File: src/wtx_cfg.svh
// Purpose: Constants for the transmitter drive and metal guard block
// Assumes: 40 MHz system clock
// Notes:   Long times are kept in milliseconds; cycle counts derive from them
`ifndef WTX_CFG_SVH
`define WTX_CFG_SVH

// Clock and time base
`define CLK_HZ          40000000
`define MS_PER_S        1000
`define TONE_HZ         4000
`define STARTUP_CYCLES  12'h400

// Durations in milliseconds
`define DC_BUZZ_MS      19'h001f4
`define AC_BUZZ_MS      19'h000c8
`define WARN_MS         19'h04e20
`define HALT_MS         19'h493e0
`define OT_SUSPEND_MS   19'h493e0

// Loss threshold: base 1400 mW, 100 mW per bin, all in microwatts
`define LOSS_BASE_UW    32'h00155cc0
`define LOSS_STEP_UW    32'h000186a0
`define MW_TO_UW        32'h000003e8
`define BIN_OFF         4'hf

// Register byte offsets
`define REG_CTRL        32'h00000000
`define REG_HALF_PERIOD 32'h00000004
`define REG_DEAD_TIME   32'h00000008
`define REG_RX_POWER    32'h0000000c
`define REG_STATUS      32'h00000010
`define REG_MEASURE     32'h00000014
`define REG_LOSS        32'h00000018

// Control fields and reset values
`define CTRL_XFER_BIT   0
`define CTRL_DAMP_BIT   1
`define HALF_PERIOD_RST 16'h00c8
`define DEAD_TIME_RST   8'h08

`endif

File: src/wtx_pkg.sv
// Purpose: Types shared by the transmitter drive and metal guard block
// Assumes: Constants come from wtx_cfg.svh
// Notes:   State codes are fixed binary values
package wtx_pkg;

  typedef enum logic [1:0] {
    GUARD_NORMAL = 2'b00,
    GUARD_WARN   = 2'b01,
    GUARD_HALT   = 2'b10
  } guard_state_e;

  typedef enum logic [0:0] {
    THERM_RUN     = 1'b0,
    THERM_SUSPEND = 1'b1
  } therm_state_e;

endpackage

File: src/tick_divider.sv
// Purpose: One-cycle enable pulse every PERIOD clocks while enabled
// Assumes: PERIOD of at least 1
// Notes:   Counter restarts whenever the enable falls
`timescale 1ns/1ps
module tick_divider #(
  parameter int PERIOD = 40000
) (
  // Clock and reset
  input  wire logic hclk,
  input  wire logic hresetn,
  // Control and pulse
  input  wire logic en,
  output logic      tick
);

  logic [31:0] cnt;
  logic [31:0] next_cnt;
  logic        next_tick;

  // Wrap at PERIOD-1 and pulse on the wrap
  always_comb begin
    next_cnt  = 32'h0;
    next_tick = 1'b0;
    if (en) begin
      if (cnt >= 32'(PERIOD - 1)) begin
        next_tick = 1'b1;
      end else begin
        next_cnt = cnt + 32'h1;
      end
    end
  end

  always_ff @(posedge hclk or negedge hresetn) begin
    if (!hresetn) begin
      cnt  <= 32'h0;
      tick <= 1'b0;
    end else begin
      cnt  <= next_cnt;
      tick <= next_tick;
    end
  end

endmodule

File: src/coil_wave_gen.sv
// Purpose: 50% duty coil square wave and a narrower companion pulse
// Assumes: half_period in clocks, dead time well below half_period
// Notes:   A new half period takes effect at once, in the half cycle in progress
`timescale 1ns/1ps
module coil_wave_gen (
  // Clock and reset
  input  wire logic        hclk,
  input  wire logic        hresetn,
  // Control
  input  wire logic        run,
  input  wire logic [15:0] half_period,
  input  wire logic [7:0]  dead_time,
  // Waveforms
  output logic             main_wave,
  output logic             alt_wave
);

  logic [15:0] cnt;
  logic [15:0] next_cnt;
  logic        phase;
  logic        next_phase;
  logic        next_alt;

  // Equal high and low halves give the 50% duty
  always_comb begin
    next_cnt   = 16'h0;
    next_phase = 1'b0;
    next_alt   = 1'b0;
    if (run) begin
      if ((cnt + 16'h1) >= half_period) begin
        next_phase = ~phase;
      end else begin
        next_cnt   = cnt + 16'h1;
        next_phase = phase;
      end
      // Companion high only inside low half, trimmed at both ends
      next_alt = ~next_phase && (next_cnt >= {8'h0, dead_time})
                 && ((next_cnt + {8'h0, dead_time}) < half_period);
    end
  end

  always_ff @(posedge hclk or negedge hresetn) begin
    if (!hresetn) begin
      cnt       <= 16'h0;
      phase     <= 1'b0;
      main_wave <= 1'b0;
      alt_wave  <= 1'b0;
    end else begin
      cnt       <= next_cnt;
      phase     <= next_phase;
      main_wave <= next_phase;
      alt_wave  <= next_alt;
    end
  end

endmodule

File: src/wireless_tx_drive.sv
// Purpose: Coil drive, buzzers, damping, start-up and metal guard of a
//          wireless power transmitter, with an AHB-Lite register slave
// Assumes: All inputs synchronous to hclk; measurements from an ADC
// Notes:   Long times run on a 1 ms enable tick
// Overview of operation
// RULE_01 - Transfer start drives DC buzzer high for 0.5 s once.
// RULE_02 - Transfer start gives AC buzzer a 4000 Hz burst for 0.2 s.
// RULE_03 - Coil drive is a 50% square wave at commanded frequency.
// RULE_04 - Mode select low: driver enable held high, wave on coil output only.
// RULE_05 - Mode select high: both outputs carry waves, width difference is dead-time. The code trims dead_time at both ends, a difference of 2 x dead_time.
// RULE_06 - Damping output switches a load across the half-bridge on request.
// RULE_07 - After reset a start-up sequence runs before normal operation.
// RULE_08 - Low external reset holds the device in reset.
// RULE_09 - Loss is input power minus receiver reported rectified power.
// RULE_10 - Input voltage and current are measured to derive input power.
// RULE_11 - Loss over threshold lights red and opens a 20 s warning.
// RULE_12 - Loss through the whole warning stops transfer and halts.
// RULE_13 - After five minutes halted, resume and repeat if loss persists.
// RULE_14 - Loss back under threshold during warning cancels it at once.
// RULE_15 - Threshold is 1400 mW plus bin times 100 mW.
// RULE_16 - Highest bin disables the metal guard.
// RULE_17 - Threshold pin level becomes a bin at start-up, then held.
// RULE_18 - Buzzers fire once per transfer start, no retrigger.
// RULE_19 - Over-temperature suspend retries after five minutes or receiver removal.
//
// Added by the designer: the AHB-Lite interface to the registers and the address map.
`timescale 1ns/1ps
`include "wtx_cfg.svh"
module wireless_tx_drive #(
  parameter int TICK_CYCLES    = `CLK_HZ / `MS_PER_S,
  parameter int TONE_HALF_CYCL = `CLK_HZ / (2 * `TONE_HZ)
) (
  // Clock and reset
  input  wire logic        hclk,
  input  wire logic        hresetn,
  // AHB-Lite slave
  input  wire logic        hsel,
  input  wire logic [31:0] haddr,
  input  wire logic [1:0]  htrans,
  input  wire logic        hwrite,
  input  wire logic [2:0]  hsize,
  input  wire logic [31:0] hwdata,
  input  wire logic        hready,
  output logic             hreadyout,
  output logic             hresp,
  output logic [31:0]      hrdata,
  // Pins and measurements
  input  wire logic        drive_mode_select,
  input  wire logic [3:0]  loss_threshold_pin,
  input  wire logic [15:0] vin_mv,
  input  wire logic [15:0] iin_ma,
  input  wire logic        over_temp,
  input  wire logic        receiver_present,
  // Outputs to power train and indicators
  output logic             coil_drive,
  output logic             gate_driver_enable,
  output logic             coil_damping_out,
  output logic             dc_buzzer,
  output logic             ac_buzzer,
  output logic             red_indicator
);

  logic        ms_tick;
  logic        tone_tick;
  logic        main_wave;
  logic        alt_wave;
  // Registers
  logic        xfer_req, damp_req;
  logic [15:0] half_period, rx_power;
  logic [7:0]  dead_time;
  logic        next_xfer_req, next_damp_req;
  logic [15:0] next_half_period, next_rx_power;
  logic [7:0]  next_dead_time;
  // Bus data phase
  logic        wr_pend, next_wr_pend;
  logic [31:0] wr_addr, next_wr_addr;
  logic [31:0] next_hrdata;
  // Start-up and bin
  logic [11:0] boot_cnt, next_boot_cnt;
  logic        started, next_started;
  logic [3:0]  bin, next_bin;
  // Measurement and loss
  logic [15:0] vin_q, iin_q, next_vin_q, next_iin_q;
  logic [31:0] loss_uw, next_loss_uw, thr_uw;
  logic        loss_over;
  // Guard and thermal
  wtx_pkg::guard_state_e guard_st, next_guard_st;
  wtx_pkg::therm_state_e therm_st, next_therm_st;
  logic [18:0] guard_ms, next_guard_ms, therm_ms, next_therm_ms;
  // Transfer and buzzers
  logic        xfer_on, xfer_on_q;
  logic [18:0] dc_ms, next_dc_ms, ac_ms, next_ac_ms;
  logic        tone, next_tone;
  logic        next_coil, next_enable, next_damp, next_dc, next_ac, next_red;

  // Zero wait state, always OKAY
  assign hreadyout = 1'b1;
  assign hresp     = 1'b0;

  tick_divider #(.PERIOD(TICK_CYCLES)) u_ms_tick (
    .hclk    (hclk),
    .hresetn (hresetn),
    .en      (1'b1),
    .tick    (ms_tick)
  );

  // Tone divider only runs during the burst so every burst starts alike
  tick_divider #(.PERIOD(TONE_HALF_CYCL)) u_tone_tick (
    .hclk    (hclk),
    .hresetn (hresetn),
    .en      (ac_ms != 19'h0),
    .tick    (tone_tick)
  );

  coil_wave_gen u_wave (
    .hclk        (hclk),
    .hresetn     (hresetn),
    .run         (xfer_on),
    .half_period (half_period),
    .dead_time   (dead_time),
    .main_wave   (main_wave),
    .alt_wave    (alt_wave)
  );

  // Register writes land in the data phase; reads answer from address phase
  always_comb begin
    next_wr_pend     = hsel && hready && htrans[1] && hwrite;
    next_wr_addr     = hready ? haddr : wr_addr;
    next_xfer_req    = xfer_req;
    next_damp_req    = damp_req;
    next_half_period = half_period;
    next_dead_time   = dead_time;
    next_rx_power    = rx_power;
    next_hrdata      = 32'h0;
    if (wr_pend) begin
      if (wr_addr == `REG_CTRL) begin
        next_xfer_req = hwdata[`CTRL_XFER_BIT];
        next_damp_req = hwdata[`CTRL_DAMP_BIT];
      end else if (wr_addr == `REG_HALF_PERIOD) begin
        next_half_period = hwdata[15:0]; // RULE_03
      end else if (wr_addr == `REG_DEAD_TIME) begin
        next_dead_time = hwdata[7:0];
      end else if (wr_addr == `REG_RX_POWER) begin
        next_rx_power = hwdata[15:0]; // RULE_09
      end
    end
    if (hsel && hready && htrans[1] && !hwrite) begin
      if (haddr == `REG_CTRL) begin
        next_hrdata = {30'h0, damp_req, xfer_req};
      end else if (haddr == `REG_HALF_PERIOD) begin
        next_hrdata = {16'h0, half_period};
      end else if (haddr == `REG_DEAD_TIME) begin
        next_hrdata = {24'h0, dead_time};
      end else if (haddr == `REG_RX_POWER) begin
        next_hrdata = {16'h0, rx_power};
      end else if (haddr == `REG_STATUS) begin
        next_hrdata = {22'h0, bin, red_indicator, therm_st, guard_st, xfer_on, started};
      end else if (haddr == `REG_MEASURE) begin
        next_hrdata = {iin_q, vin_q};
      end else if (haddr == `REG_LOSS) begin
        next_hrdata = loss_uw;
      end
    end
  end

  always_ff @(posedge hclk or negedge hresetn) begin
    if (!hresetn) begin // RULE_08
      wr_pend     <= 1'b0;
      wr_addr     <= 32'h0;
      hrdata      <= 32'h0;
      xfer_req    <= 1'b0;
      damp_req    <= 1'b0;
      half_period <= `HALF_PERIOD_RST;
      dead_time   <= `DEAD_TIME_RST;
      rx_power    <= 16'h0;
    end else begin
      wr_pend     <= next_wr_pend;
      wr_addr     <= next_wr_addr;
      hrdata      <= next_hrdata;
      xfer_req    <= next_xfer_req;
      damp_req    <= next_damp_req;
      half_period <= next_half_period;
      dead_time   <= next_dead_time;
      rx_power    <= next_rx_power;
    end
  end

  // Start-up sequence, then the threshold bin is caught once
  always_comb begin
    next_boot_cnt = boot_cnt;
    next_started  = started;
    next_bin      = bin;
    if (!started) begin
      if (boot_cnt >= `STARTUP_CYCLES - 12'h1) begin
        next_started = 1'b1; // RULE_07
        next_bin     = loss_threshold_pin; // RULE_17
      end else begin
        next_boot_cnt = boot_cnt + 12'h1;
      end
    end
  end

  always_ff @(posedge hclk or negedge hresetn) begin
    if (!hresetn) begin
      boot_cnt <= 12'h0;
      started  <= 1'b0;
      bin      <= `BIN_OFF;
    end else begin
      boot_cnt <= next_boot_cnt;
      started  <= next_started;
      bin      <= next_bin;
    end
  end

  // Input power in microwatts less the reported rectified power
  always_comb begin
    next_vin_q   = vin_mv; // RULE_10
    next_iin_q   = iin_ma; // RULE_10
    next_loss_uw = 32'h0;
    if ((vin_q * iin_q) > ({16'h0, rx_power} * `MW_TO_UW)) begin
      next_loss_uw = (vin_q * iin_q) - ({16'h0, rx_power} * `MW_TO_UW); // RULE_09
    end
  end

  assign thr_uw    = `LOSS_BASE_UW + ({28'h0, bin} * `LOSS_STEP_UW); // RULE_15
  // Only judged while power flows; the top bin switches the guard off
  assign loss_over = xfer_on && (bin != `BIN_OFF) && (loss_uw > thr_uw); // RULE_16

  always_ff @(posedge hclk or negedge hresetn) begin
    if (!hresetn) begin
      vin_q   <= 16'h0;
      iin_q   <= 16'h0;
      loss_uw <= 32'h0;
    end else begin
      vin_q   <= next_vin_q;
      iin_q   <= next_iin_q;
      loss_uw <= next_loss_uw;
    end
  end

  // Metal guard: warn, halt, timed retry
  always_comb begin
    next_guard_st = guard_st;
    next_guard_ms = guard_ms;
    case (guard_st)
      wtx_pkg::GUARD_NORMAL: begin
        if (loss_over) begin
          next_guard_st = wtx_pkg::GUARD_WARN; // RULE_11
          next_guard_ms = `WARN_MS;
        end
      end
      wtx_pkg::GUARD_WARN: begin
        if (!loss_over) begin
          next_guard_st = wtx_pkg::GUARD_NORMAL; // RULE_14
        end else if (guard_ms == 19'h0) begin
          next_guard_st = wtx_pkg::GUARD_HALT; // RULE_12
          next_guard_ms = `HALT_MS;
        end else if (ms_tick) begin
          next_guard_ms = guard_ms - 19'h1;
        end
      end
      wtx_pkg::GUARD_HALT: begin
        if (guard_ms == 19'h0) begin
          next_guard_st = wtx_pkg::GUARD_NORMAL; // RULE_13
        end else if (ms_tick) begin
          next_guard_ms = guard_ms - 19'h1;
        end
      end
      default: begin
        next_guard_st = wtx_pkg::GUARD_NORMAL;
      end
    endcase
  end

  // Thermal suspend: retry after timeout or when the receiver leaves
  always_comb begin
    next_therm_st = therm_st;
    next_therm_ms = therm_ms;
    case (therm_st)
      wtx_pkg::THERM_RUN: begin
        if (over_temp) begin
          next_therm_st = wtx_pkg::THERM_SUSPEND;
          next_therm_ms = `OT_SUSPEND_MS;
        end
      end
      wtx_pkg::THERM_SUSPEND: begin
        if (!receiver_present || therm_ms == 19'h0) begin
          next_therm_st = wtx_pkg::THERM_RUN; // RULE_19
        end else if (ms_tick) begin
          next_therm_ms = therm_ms - 19'h1;
        end
      end
      default: begin
        next_therm_st = wtx_pkg::THERM_RUN;
      end
    endcase
  end

  always_ff @(posedge hclk or negedge hresetn) begin
    if (!hresetn) begin
      guard_st <= wtx_pkg::GUARD_NORMAL;
      guard_ms <= 19'h0;
      therm_st <= wtx_pkg::THERM_RUN;
      therm_ms <= 19'h0;
    end else begin
      guard_st <= next_guard_st;
      guard_ms <= next_guard_ms;
      therm_st <= next_therm_st;
      therm_ms <= next_therm_ms;
    end
  end

  // Transfer runs only once started, requested and not stopped
  assign xfer_on = started && xfer_req && (guard_st != wtx_pkg::GUARD_HALT)
                   && (therm_st == wtx_pkg::THERM_RUN);

  // Buzzer timers load only on the rising edge of transfer
  always_comb begin
    next_dc_ms = dc_ms;
    next_ac_ms = ac_ms;
    next_tone  = tone;
    if (xfer_on && !xfer_on_q) begin
      next_dc_ms = `DC_BUZZ_MS; // RULE_18
      next_ac_ms = `AC_BUZZ_MS; // RULE_18
      next_tone  = 1'b0;
    end else begin
      if (ms_tick && dc_ms != 19'h0) begin
        next_dc_ms = dc_ms - 19'h1; // RULE_01
      end
      if (ms_tick && ac_ms != 19'h0) begin
        next_ac_ms = ac_ms - 19'h1; // RULE_02
      end
      if (tone_tick) begin
        next_tone = ~tone; // RULE_02
      end
    end
  end

  // Pin outputs, all from flip-flops
  always_comb begin
    next_coil   = xfer_on && main_wave; // RULE_03
    next_enable = started; // RULE_04
    if (drive_mode_select) begin
      next_enable = xfer_on && alt_wave; // RULE_05
    end
    next_damp = started && damp_req; // RULE_06
    next_dc   = next_dc_ms != 19'h0; // RULE_01
    next_ac   = (next_ac_ms != 19'h0) && next_tone; // RULE_02
    next_red  = next_guard_st != wtx_pkg::GUARD_NORMAL; // RULE_11
  end

  always_ff @(posedge hclk or negedge hresetn) begin
    if (!hresetn) begin
      xfer_on_q          <= 1'b0;
      dc_ms              <= 19'h0;
      ac_ms              <= 19'h0;
      tone               <= 1'b0;
      coil_drive         <= 1'b0;
      gate_driver_enable <= 1'b0;
      coil_damping_out   <= 1'b0;
      dc_buzzer          <= 1'b0;
      ac_buzzer          <= 1'b0;
      red_indicator      <= 1'b0;
    end else begin
      xfer_on_q          <= xfer_on;
      dc_ms              <= next_dc_ms;
      ac_ms              <= next_ac_ms;
      tone               <= next_tone;
      coil_drive         <= next_coil;
      gate_driver_enable <= next_enable;
      coil_damping_out   <= next_damp;
      dc_buzzer          <= next_dc;
      ac_buzzer          <= next_ac;
      red_indicator      <= next_red;
    end
  end

endmodule

File: config.mk
export PLATFORM = sky130hd
export DESIGN_NAME = wireless_tx_drive
export DESIGN_NICKNAME = d
export VERILOG_FILES = /design/src/wtx_pkg.sv /design/src/tick_divider.sv /design/src/coil_wave_gen.sv /design/src/wireless_tx_drive.sv
export VERILOG_INCLUDE_DIRS = /design/src /design/src/src
export SDC_FILE = /design/constraint.sdc
export NUM_CORES = 2
export LEC_CHECK = 0
export BUFFER_PORTS_ARGS = -buffer_cell sky130_fd_sc_hd__buf_2
export CORE_MARGIN = 2
export CORE_UTILIZATION = 47
export DETAILED_ROUTE_END_ITERATION = 8
export PLACE_DENSITY = 0.69
export SLEW_MARGIN = 10
export SYNTH_ARGS = -nofsm -noshare
export SYNTH_HDL_FRONTEND = slang
export SYNTH_HIERARCHICAL = 1
export SYNTH_SLANG_ARGS = --single-unit
export TNS_END_PERCENT = 50
File: constraint.sdc
create_clock -name hclk -period 10.3 [get_ports hclk]
set_input_delay 2.06 -clock hclk [delete_from_list [all_inputs] [get_ports hclk]]
set_output_delay 2.06 -clock hclk [all_outputs]
set_load 0.005 [all_outputs]
==> impl_metrics.json <==
{
  "run_status": "complete, no violations",
  "cp.arrival_ns": 10.08,
  "post_cts_buffers": 0,
  "clk_latency_ns": 0.58,
  "pre_cts_slack_ns": 0.872,
  "ys_seq_area_share_pct": 29.9,
  "cts_resized": 0,
  "cp_max_fo": 27,
  "dr.pass1.iters": 5,
  "post-route-period-util_pct": 93.7,
  "clock-sinks": 359,
  "grt_util_met2_pct": 38.0,
  "yosysMostFrequentCell": "inv_1",
  "grtUsageMet1_pct": 29.6,
  "critPathKind": "reg2reg",
  "vias": 22300,
  "ys_warn_count": 6,
  "ys_ff_latch": 359,
  "drcViolationCount": 0,
  "drive_gt1_share_pct": 11.1,
  "async_flop_share_pct": 100,
  "hold_violations": 0,
  "grt_pass1_wl_um": 119000,
  "synth_area_leaders": "dfrtp_1 (29%), fa_1 (17%), ha_1 (11%)",
  "slew_headroom_pct": 23.9,
  "clockRootBuffer": "clkbuf_16",
  "core_mm2": 0.0632,
  "start_kind": "flip-flop",
  "power_per_cell_area_mw_per_mm2": 365,
  "clk_pin_slew_worst_paths_ns": 0.06,
  "die_w_um": 257,
  "holdBufCountCts": 0,
  "fillers": 5715,
  "regToRegSetupSlack_ns": 0.65,
  "end_kind": "flip-flop",
  "grt_overflow": 0,
  "leakagePower_nw": 15.9,
  "hpwlAfterDp_um": 55100,
  "synth_cell_types": 93,
  "viasPerCell": 5.43,
  "syn_area_per_cell_um2": 9.75,
  "fin_ws_ns": 0.654,
  "rows": 92,
  "ir_drop_mv": 0.557,
  "hp-class": "reg2reg",
  "grt_util_met3_pct": 2.79,
  "cpPeakStageDelay_ns": 1.05,
  "h-tree-depth": 2,
  "synth_edf_count": 0,
  "crit_top_cell": "fa_1",
  "numCtsBuffers": 42,
  "fin_crit_ns": 9.65,
  "grt_setup_unrepaired": "false",
  "wl_um": 71500,
  "worst-path-buf-inv": 4,
  "die_y_um": 257,
  "drtIter0Drc": 1685,
  "cts.path.max_buffers": 3,
  "place.gp.congestion": 0.920,
  "maxCapViolCount": 0,
  "grt_pass1_vias": 22800,
  "fin_setup_tns_ns": 0,
  "synthTopCellsByCount": "inv_1 (363), dfrtp_1 (351), nand2_1 (277)",
  "ios": 153,
  "grt_antenna_before_repair": 4,
  "cts_tree": "yes",
  "cp_slowest_cell": "dfrtp_1",
  "crit_required_ns": 10.74,
  "slew_violations": 0,
  "start_util_pct": 47.6,
  "post_drt_wl_per_cell_um": 17.4,
  "grtUsageTotal_pct": 22.3,
  "ys.flop_type": "dfrtp_1",
  "fmax_mhz": 104,
  "final_nets": 3859,
  "netlist_instances": 3085,
  "worst_pin_slew_ns": 1.14,
  "yosysTopAreaCell": "dfrtp_1",
  "skew_ns": 0.0234,
  "top_usage_layer": "met2",
  "syn_to_final_growth_pct": 10.0,
  "dieArea_mm2": 0.0660,
  "ant_nets": 0,
  "synth_top_area_share_pct": 29.2,
  "critical_path.top_delay_family": "adder cells",
  "port_buffers": 130,
  "grt_max_degree": 84,
  "synth_area_mm2": 0.0301,
  "setup_viol": 0
}
==> state kept, by name, indices dropped and copies added (netlist names), 16 cells and up <==
name             flops
rx_power            16
therm_ms            19
wr_addr             32
u_tone_tick/cnt     32
hrdata              32
u_ms_tick/cnt       32
dc_ms               19
ac_ms               19
loss_uw             32
iin_q               16
guard_ms            19
half_period         16
vin_q               16
u_wave/cnt          16
==> placed cells by master, fill, tap and decap left out, types with 25 or more instances in the layout <==
cell / Yosys / final
a21o_1: 33 / 33
nand2_1: 277 / 277
conb_1: 4 / 38
o21ai_0: 95 / 95
buf_4: 2 / 25
a22oi_1: 30 / 30
xnor2_1: 122 / 122
inv_1: 363 / 363
nor3_1: 55 / 54
ha_1: 275 / 275
and2_1: 149 / 149
buf_2: 5 / 129
clkbuf_16: 0 / 42
fa_1: 251 / 251
nand3_1: 56 / 56
or3_1: 25 / 25
dfrtp_1: 351 / 351
nand2b_1: 27 / 27
mux2_2: 74 / 74
nand4_1: 37 / 37
nor2_1: 196 / 196
a21oi_1: 100 / 100
nor4_1: 50 / 48
xor2_1: 59 / 59
==> metrics by stage <==
step           cell area (um2)  std cells  power [mW]  utilization (%)  hold slack [ns]
2_1_floorplan            30200       3119        8.78                -            0.442
3_3_place_gp             31700       4022        10.4             50.2            0.389
3_5_place_dp             31700       4022        10.5             50.2            0.391
4_1_cts                  33100       4098        12.1             52.4            0.410
5_1_grt                  33100       4099        13.3             52.4            0.433
6_report                 33100       4100        12.1             52.4            0.409
==> cell type report <==
class | count | area, um2 | share of cell area [%]
sequential | 359 | 8990 | 27.2
timing repair buffer | 155 | 848 | 2.56
multi-input combinational | 2299 | 19500 | 58.8
inverter | 363 | 1360 | 4.12
clock inverter | 22 | 251 | 0.760
clock buffer | 54 | 1130 | 3.40
tap | 846 | 1060 | 3.20
antenna | 2 | 5.00 | 0.0151
==> metal layers <==
metal	routed length (um)	part of all wire [%]
met1	31400	44
met4	2230	3.1
met3	3130	4.4
met5	27	0.038
met2	34800	49
==> final timing paths <==
kind | to | depth (start not counted) | from
worst max register to register | loss_uw[1] | 28 | vin_q[8]
max in group asynchronous | half_period[13] | 3 | hresetn
min in group asynchronous | therm_ms[11] | 1 | hresetn
worst max-delay path | loss_uw[1] | 28 | vin_q[8]
worst min-delay path | boot_cnt[11] | 0 | boot_cnt[11]
worst min register to register | boot_cnt[11] | 0 | boot_cnt[11]
==> power breakdown <==
part / internal [mW] / switching (mW)
registers: 1.63 / 0.108
clock network: 0.881 / 0.617
logic: 3.90 / 4.93
total: 6.41 / 5.65
==> kinds of logic after synthesis <==
group	share of synthesized area, %
and+or+nand+nor	17.2
xor gates and xnor gates	5.27
AOI/OAI and AO/OA	10.1
DFF	29.9
other	0.0499
adders and majority gates	28.2
buffers and inverters	5.92
muxes	3.37
==> worst reg2reg max path: cells and delay by family (launching register included) <==
kind	cells	cell delay (ns)
xor gates and xnor gates	1	0.18
AOI/OAI and AO/OA	6	1.57
and+or+nand+nor	9	2.60
DFF	1	1.05
adders and majority gates	8	3.87
buffers and inverters	4	0.25
No activity file was read; power rests on OpenSTA's default activity.
